<file path="src/rtl/anreg_pkg.sv">
`default_nettype none
package anreg_pkg;
  localparam int unsigned ADDR_W = 5;
  localparam int unsigned DATA_W = 16;
  // register offsets on the management port
  localparam logic [ADDR_W-1:0] ADV_ADDR = 5'h04;
  localparam logic [ADDR_W-1:0] PEER_ADDR = 5'h05;
  localparam logic [ADDR_W-1:0] EXP_ADDR = 5'h06;
  // advertisement reset value and writable bits
  localparam logic [DATA_W-1:0] ADV_RESET = 16'h01E1;
  localparam logic [DATA_W-1:0] ADV_WR_MASK = 16'hE7FF;
  localparam logic [4:0] SEL_IEEE = 5'h01;
  localparam logic [DATA_W-1:0] DATA_ZERO = 16'h0000;
  localparam logic [10:0] EXP_RSVD_ZERO = 11'h000;
  localparam logic LOCAL_NP_ABLE = 1'b1;
  localparam int unsigned EXP_NP_ABLE_BIT = 2;
  localparam int unsigned WORD_NP_BIT = 15;

  typedef struct packed {
    logic next_page;
    logic ack;
    logic advertise_far_failure;
    logic [1:0] rsvd;
    logic pause;
    logic t4;
    logic fd100;
    logic hd100;
    logic fd10;
    logic hd10;
    logic [4:0] selector;
  } anreg_adv_t;

  typedef struct packed {
    logic [10:0] rsvd;
    logic multi_tech_link_error;
    logic peer_supports_extra_pages;
    logic local_np_able;
    logic new_page_arrived;
    logic peer_negotiation_capable;
  } anreg_exp_t;

  // page handed over by the arbitration logic
  typedef struct packed {
    logic valid;
    logic is_next;
    logic [DATA_W-1:0] word;
  } anreg_rx_t;

  typedef enum logic [2:0] {
    PV_EMPTY = 3'b001,
    PV_BASE = 3'b010,
    PV_NEXT = 3'b100
  } anreg_view_t;

  function automatic logic anreg_hit(input logic [ADDR_W-1:0] addr, input logic [ADDR_W-1:0] target);
    anreg_hit = (addr == target);
  endfunction : anreg_hit
endpackage : anreg_pkg
`default_nettype wire

</file>
<file path="src/rtl/anreg_latch.sv">
`timescale 1ns/1ps
`default_nettype none
module anreg_latch
  import anreg_pkg::*;
(
  // clock, reset, enable
  input wire logic sys_clk_i,
  input wire logic reset_n_i,
  input wire logic clk_en_i,
  // flag control
  input wire logic set_i,
  input wire logic clr_i,
  output logic flag_o
);
  logic flag_q;

  // set beats clear so an event in the read cycle is kept
  always_ff @(posedge sys_clk_i)
  begin
    if (!reset_n_i)
    begin
      flag_q <= 1'b0;
    end
    else if (clk_en_i)
    begin
      if (set_i)
      begin
        flag_q <= 1'b1;
      end
      else if (clr_i)
      begin
        flag_q <= 1'b0;
      end
    end
  end

  assign flag_o = flag_q;
endmodule : anreg_latch
`default_nettype wire

</file>
<file path="src/rtl/anreg_top.sv">
`timescale 1ns/1ps
`default_nettype none
module anreg_top
  import anreg_pkg::*;
(
  // clock, reset, enable
  input wire logic sys_clk_i,
  input wire logic reset_n_i,
  input wire logic clk_en_i,
  // management register port
  input wire logic [ADDR_W-1:0] mgmt_addr_i,
  input wire logic mgmt_wr_i,
  input wire logic mgmt_rd_i,
  input wire logic [DATA_W-1:0] mgmt_wdata_i,
  output logic [DATA_W-1:0] mgmt_rdata_o,
  output logic mgmt_rvalid_o,
  // arbitration logic side
  input wire anreg_rx_t rx_page_i,
  input wire logic multi_tech_link_error_i,
  input wire logic peer_nway_able_i,
  input wire logic an_restart_i,
  input wire logic an_complete_i,
  // towards arbitration and status
  output anreg_adv_t adv_word_o,
  output logic np_enable_o,
  output logic peer_view_next_o,
  output logic regs_valid_o
);
  anreg_adv_t adv_q;
  anreg_adv_t adv_d;
  logic [DATA_W-1:0] peer_word_q;
  anreg_view_t view_q;
  anreg_view_t view_d;
  logic view_next_q;
  logic peer_np_able_q;
  logic peer_nway_q;
  logic regs_valid_q;
  logic [DATA_W-1:0] rdata_q;
  logic [DATA_W-1:0] rdata_d;
  logic rvalid_q;
  logic adv_wr;
  logic exp_rd;
  logic page_accept;
  logic base_accept;
  logic pdf_flag;
  logic page_flag;
  anreg_exp_t exp_view;

  assign adv_wr = mgmt_wr_i && anreg_hit(mgmt_addr_i, ADV_ADDR);
  assign exp_rd = mgmt_rd_i && anreg_hit(mgmt_addr_i, EXP_ADDR);
  // a next page before any base page has no meaning and is dropped
  assign base_accept = rx_page_i.valid && !rx_page_i.is_next;
  assign page_accept = base_accept || (rx_page_i.valid && rx_page_i.is_next && (view_q != PV_EMPTY));

  // advertisement register
  always_comb
  begin
    adv_d = adv_q;
    if (adv_wr)
    begin
      adv_d = anreg_adv_t'(mgmt_wdata_i & ADV_WR_MASK);
    end
  end

  always_ff @(posedge sys_clk_i)
  begin
    if (!reset_n_i)
    begin
      adv_q <= anreg_adv_t'(ADV_RESET);
    end
    else if (clk_en_i)
    begin
      adv_q <= adv_d;
    end
  end

  // the word goes out as held; the T4 bit is software's to keep clear
  assign adv_word_o = adv_q;
  assign np_enable_o = adv_q.next_page;

  // which layout the peer register shows
  always_comb
  begin
    view_d = view_q;
    case (view_q)
      PV_EMPTY:
      begin
        if (base_accept)
        begin
          view_d = PV_BASE;
        end
      end
      PV_BASE:
      begin
        if (rx_page_i.valid && rx_page_i.is_next)
        begin
          view_d = PV_NEXT;
        end
      end
      PV_NEXT:
      begin
        if (base_accept)
        begin
          view_d = PV_BASE;
        end
      end
      default:
      begin
        view_d = PV_EMPTY;
      end
    endcase
    if (an_restart_i)
    begin
      view_d = PV_EMPTY;
    end
  end

  always_ff @(posedge sys_clk_i)
  begin
    if (!reset_n_i)
    begin
      view_q <= PV_EMPTY;
      view_next_q <= 1'b0;
    end
    else if (clk_en_i)
    begin
      view_q <= view_d;
      view_next_q <= (view_d == PV_NEXT);
    end
  end

  // registered copy so the status pin has no decode glitch
  assign peer_view_next_o = view_next_q;

  // received page stored whole; the view only changes how bits are read
  always_ff @(posedge sys_clk_i)
  begin
    if (!reset_n_i)
    begin
      peer_word_q <= DATA_ZERO;
    end
    else if (clk_en_i)
    begin
      if (an_restart_i)
      begin
        peer_word_q <= DATA_ZERO;
      end
      else if (page_accept)
      begin
        peer_word_q <= rx_page_i.word;
      end
    end
  end

  // peer capabilities
  always_ff @(posedge sys_clk_i)
  begin
    if (!reset_n_i)
    begin
      peer_np_able_q <= 1'b0;
      peer_nway_q <= 1'b0;
    end
    else if (clk_en_i)
    begin
      peer_nway_q <= peer_nway_able_i;
      if (an_restart_i)
      begin
        peer_np_able_q <= 1'b0;
      end
      else if (base_accept)
      begin
        peer_np_able_q <= rx_page_i.word[WORD_NP_BIT];
      end
    end
  end

  // latched-high flags cleared by an expansion read
  anreg_latch u_pdf_latch (
    .sys_clk_i(sys_clk_i),
    .reset_n_i(reset_n_i),
    .clk_en_i(clk_en_i),
    .set_i(multi_tech_link_error_i),
    .clr_i(exp_rd),
    .flag_o(pdf_flag)
  );

  anreg_latch u_page_latch (
    .sys_clk_i(sys_clk_i),
    .reset_n_i(reset_n_i),
    .clk_en_i(clk_en_i),
    .set_i(page_accept),
    .clr_i(exp_rd),
    .flag_o(page_flag)
  );

  always_comb
  begin
    exp_view.rsvd = EXP_RSVD_ZERO;
    exp_view.multi_tech_link_error = pdf_flag;
    exp_view.peer_supports_extra_pages = peer_np_able_q;
    exp_view.local_np_able = LOCAL_NP_ABLE;
    exp_view.new_page_arrived = page_flag;
    exp_view.peer_negotiation_capable = peer_nway_q;
  end

  // software should trust these registers only once this is high
  always_ff @(posedge sys_clk_i)
  begin
    if (!reset_n_i)
    begin
      regs_valid_q <= 1'b0;
    end
    else if (clk_en_i)
    begin
      regs_valid_q <= an_complete_i && !an_restart_i;
    end
  end

  assign regs_valid_o = regs_valid_q;

  // read path, one cycle of latency, unmapped reads give zero
  always_comb
  begin
    rdata_d = DATA_ZERO;
    if (anreg_hit(mgmt_addr_i, ADV_ADDR))
    begin
      rdata_d = adv_q;
    end
    else if (anreg_hit(mgmt_addr_i, PEER_ADDR))
    begin
      rdata_d = peer_word_q;
    end
    else if (anreg_hit(mgmt_addr_i, EXP_ADDR))
    begin
      rdata_d = exp_view;
    end
  end

  always_ff @(posedge sys_clk_i)
  begin
    if (!reset_n_i)
    begin
      rdata_q <= DATA_ZERO;
      rvalid_q <= 1'b0;
    end
    else if (clk_en_i)
    begin
      rvalid_q <= mgmt_rd_i;
      if (mgmt_rd_i)
      begin
        rdata_q <= rdata_d;
      end
    end
  end

  assign mgmt_rdata_o = rdata_q;
  assign mgmt_rvalid_o = rvalid_q;
endmodule : anreg_top
`default_nettype wire

</file>
<file path="config.mk">
export PLATFORM = sky130hd
export DESIGN_NAME = anreg_top
export DESIGN_NICKNAME = d
export VERILOG_FILES = /design/src/rtl/anreg_pkg.sv /design/src/rtl/anreg_latch.sv /design/src/rtl/anreg_top.sv
export SDC_FILE = /design/constraint.sdc
export NUM_CORES = 1
export LEC_CHECK = 0
export BUFFER_PORTS_ARGS = -buffer_cell sky130_fd_sc_hd__buf_2
export CORE_MARGIN = 2
export CORE_UTILIZATION = 50
export CTS_CLUSTER_SIZE = 28
export DETAILED_ROUTE_END_ITERATION = 8
export PLACE_DENSITY = 0.82
export SYNTH_ARGS = -nofsm -noshare
export SYNTH_HDL_FRONTEND = slang
export SYNTH_HIERARCHICAL = 1
export SYNTH_SLANG_ARGS = --single-unit
</file>
<file path="constraint.sdc">
create_clock -name sys_clk_i -period 2.1 [get_ports sys_clk_i]
set_clock_uncertainty 0.1 [all_clocks]
set_input_delay 0.21 -clock sys_clk_i [delete_from_list [all_inputs] [get_ports sys_clk_i]]
set_output_delay 0.21 -clock sys_clk_i [all_outputs]
set_load 0.03 [all_outputs]
</file>
==> flow_metrics.py <==
metrics = {
    "status": {
        "status": "completed",
    },
    "hold_path": {
        "hold_path_depth": 3,
        "hold_end": "adv_word_o[5]",
        "hold_class": "in2reg",
        "worstHoldStart": "mgmt_wdata_i[5]",
    },
    "logic_synthesis": {
        "post-synth-top-area-fraction_pct": 43.7,
        "post_synth_instance_area_sq_um": 2570,
        "synthArstFlopShare_pct": 0,
        "synth_area_leaders": "dfxtp_1 (44%), nor2b_1 (10%), mux2i_1 (9.4%)",
        "yosys-top-cells-count": "dfxtp_1 (56), nor2b_1 (41), mux2i_1 (24), a21oi_1 (18), a32oi_1 (18)",
        "ys_types": 40,
        "ys_seq_area_share_pct": 43.7,
        "synth_edf_count": 0,
        "syn_avg_cell_area_sq_um": 9.65,
        "yosysWarnings": 6,
        "syn_inst": 266,
        "synthMostInstantiatedCell": "dfxtp_1",
        "yosysTopAreaCell": "dfxtp_1",
        "synth_seq_cells": 56,
        "synth_ff_type": "dfxtp_1",
    },
    "detailed_routing": {
        "drc": 0,
        "viasPerCell": 5.28,
        "drt-total-wl_microns": 5720,
        "wl_per_cell_microns": 14.0,
        "ant_nets": 0,
        "vias": 2155,
        "drtIter0Drc": 105,
        "drt_first_pass_iters": 4,
    },
    "critical_path": {
        "crit_fanout": 16,
        "path_delay_family": "simple AND/OR/NAND/NOR gates",
        "crit_buf_inv": 0,
        "cpPeakStageDelay_ps": 440,
        "r2r_end": "peer_word_q[11]",
        "reg2reg_from": "view_q[1]",
        "critPathRequiredTime_ps": 2200,
        "end_kind": "register",
        "r2r_cells": 4,
        "path_class": "reg2reg",
        "cp-start-kind": "register",
        "crit_path_top_delay_cell": "dfxtp_1",
        "reg2reg_slack_ps": 530,
        "path_cells": "and4bb_1, nand3b_4, a32oi_1, nor2b_1",
        "cp_data_arrival_time_ps": 1670,
    },
    "layout": {
        "seq_area_sq_um": 1120,
        "final_cell_count_no_fill": 408,
        "fin_area_sq_um": 3060,
        "fillers": 428,
        "drive_above_1_share_pct": 29.6,
        "multiInputGateArea_sq_um": 1290,
        "antenna_cells": 0,
        "nets": 385,
        "syn_to_final_growth_pct": 19.3,
    },
    "grt": {
        "grt_usage_pct": 20.0,
        "grt_busiest_layer": "met2",
        "grtUsageMet1_pct": 27.1,
        "met3_usage_pct": 4.23,
        "grt_overflow_total": 0,
        "grt_pass1_wl_microns": 8850,
        "grt_pass1_vias": 1900,
        "antenna_found_initial": 0,
        "grt_max_degree": 40,
        "use_met2_pct": 33.8,
    },
    "clocking": {
        "cts_tree": "yes",
        "clockBufferDepth": 2,
        "cts_setup_buffers": 0,
        "clockRootBuffer": "clkbuf_8",
        "htreeDepth": 2,
        "ctsResizeCount": 0,
        "cts_buffers": 5,
        "hold_buffers": 0,
        "cts.sinks": 56,
        "path_clk_slew_ps": 100,
        "clock_latency_ps": 300,
    },
    "power_and_ir_drop": {
        "finalPower_mw": 1.89,
        "comb_power_share_pct": 10.4,
        "p_leak_nw": 1.21,
        "peakVddDrop_uv": 347,
        "seq_power_share_pct": 57.4,
        "switchingPower_uw": 461,
        "internal_power_mw": 1.43,
        "p_per_area_nw_per_um2": 617,
        "sw_frac_of_total_pct": 24.4,
        "clkPwrFrac_pct": 32.2,
    },
    "floorplanning": {
        "io_pins": 84,
        "die-area_sq_um": 5720,
        "die_w_microns": 75.7,
        "start_util_pct": 50.9,
        "num_rows": 26,
        "core_sq_um": 5040,
        "die_y_microns": 75.7,
    },
    "sta": {
        "rsz0062_at_grt": "no",
        "worstMarginPinSlew_ps": 573,
        "setup_slack_ps": 526,
        "min_period_ps": 1570,
        "drv_slew": 0,
        "fin_tns_setup_ps": 0,
        "period_share_pct": 75.0,
        "max_freq_mhz": 635,
        "hold_viol": 0,
        "relSlewSlack_pct": 61.7,
        "finalSetupViolations": 0,
    },
    "place": {
        "dp.cells": 400,
        "dp_slack_ps": 390,
        "gp_congestion": 0.795,
        "place_hpwl_microns": 4130,
        "port_buffers": 79,
        "place_area_sq_um": 2970,
    },
    "job": {
        "drv_cap": 0,
    },
}
-- final cells by class --
cell class	instances	share of cell area, %
flip-flops and latches	56	36.6
clock buffers	6	2.69
repair buffers	84	14.5
multi-input cells	184	42.1
inverters	6	0.735
well taps	70	2.86
clock inverters	2	0.490
-- worst max path at each step --
stage | cells past startpoint | slack, ps | end | from
final | 4 | 530 | peer_word_q[11] | view_q[1]
after global routing | 5 | 400 | peer_word_q[12] | view_q[1]
after CTS | 5 | 540 | peer_word_q[13] | view_q[1]
after detailed placement | 6 | 390 | adv_word_o[0] | mgmt_addr_i[4]
after global placement | 6 | 450 | adv_word_o[0] | mgmt_addr_i[4]
after floorplan | 7 | 580 | adv_word_o[5] | mgmt_addr_i[0]
-- worst reg2reg max path, delay by kind of cell (launching register included) --
kind	cells	cell delay [ps]
simple gates	3	650
compound gates	1	280
flops	1	440
-- power by group through the flow --
stage               registers [mW]  logic, mW  clock network (mW)
finish                        1.09      0.197               0.608
global route                  1.09      0.216               0.672
CTS                           1.09      0.197               0.623
detailed placement            1.11      0.197                   0
global placement              1.11      0.194                   0
floorplan                     1.12      0.116                   0
-- sequential cells by signal (all words and copies together), names as in the netlist, 3 cells and up --
signal / flops
mgmt_rdata_o: 16
view_q: 3
peer_word_q: 16
adv_word_o: 13
-- cells by family after synthesis --
family | after synthesis | synth area share (%)
compound gates | 60 | 15.4
other cells | 1 | 0.146
flops | 56 | 43.7
simple gates | 98 | 25.1
buf+inv | 27 | 6.24
mux | 24 | 9.36
-- cells in the final DEF, fill, tap and decap left out, types with 2 or more instances in the layout --
| cell type | netlist | layout |
|---|---|---|
| clkbuf_8 | 0 | 6 |
| buf_2 | 4 | 79 |
| nand2b_1 | 7 | 7 |
| mux2i_1 | 24 | 24 |
| o21ai_1 | 4 | 4 |
| buf_4 | 4 | 4 |
| nor3_2 | 4 | 4 |
| o21ai_0 | 9 | 9 |
| nand2_1 | 13 | 13 |
| a31o_1 | 2 | 2 |
| nor3_1 | 7 | 7 |
| clkinvlp_4 | 0 | 2 |
| a21oi_1 | 18 | 18 |
| and2_1 | 4 | 4 |
| a21boi_0 | 3 | 3 |
| and3_1 | 4 | 4 |
| nor2b_1 | 41 | 41 |
| conb_1 | 1 | 2 |
| a32oi_1 | 18 | 18 |
| dfxtp_1 | 56 | 56 |
| inv_1 | 6 | 6 |
| nand3_1 | 7 | 7 |
-- through the flow --
stage | hold slack [ps] | util, %
floorplan | 238 | -
global placement | 325 | 58.8
detailed placement | 329 | 58.8
CTS | 11.6 | 60.8
global route | 9.01 | 60.8
finish | 17.9 | 60.8
-- per-layer routing --
metal	up-vias	share of wire (%)
met4	0	0.37
met1	996	45
met5	-	0
li1	1085	-
met2	69	49
met3	5	5.3
(Power assumes the default switching activity.)
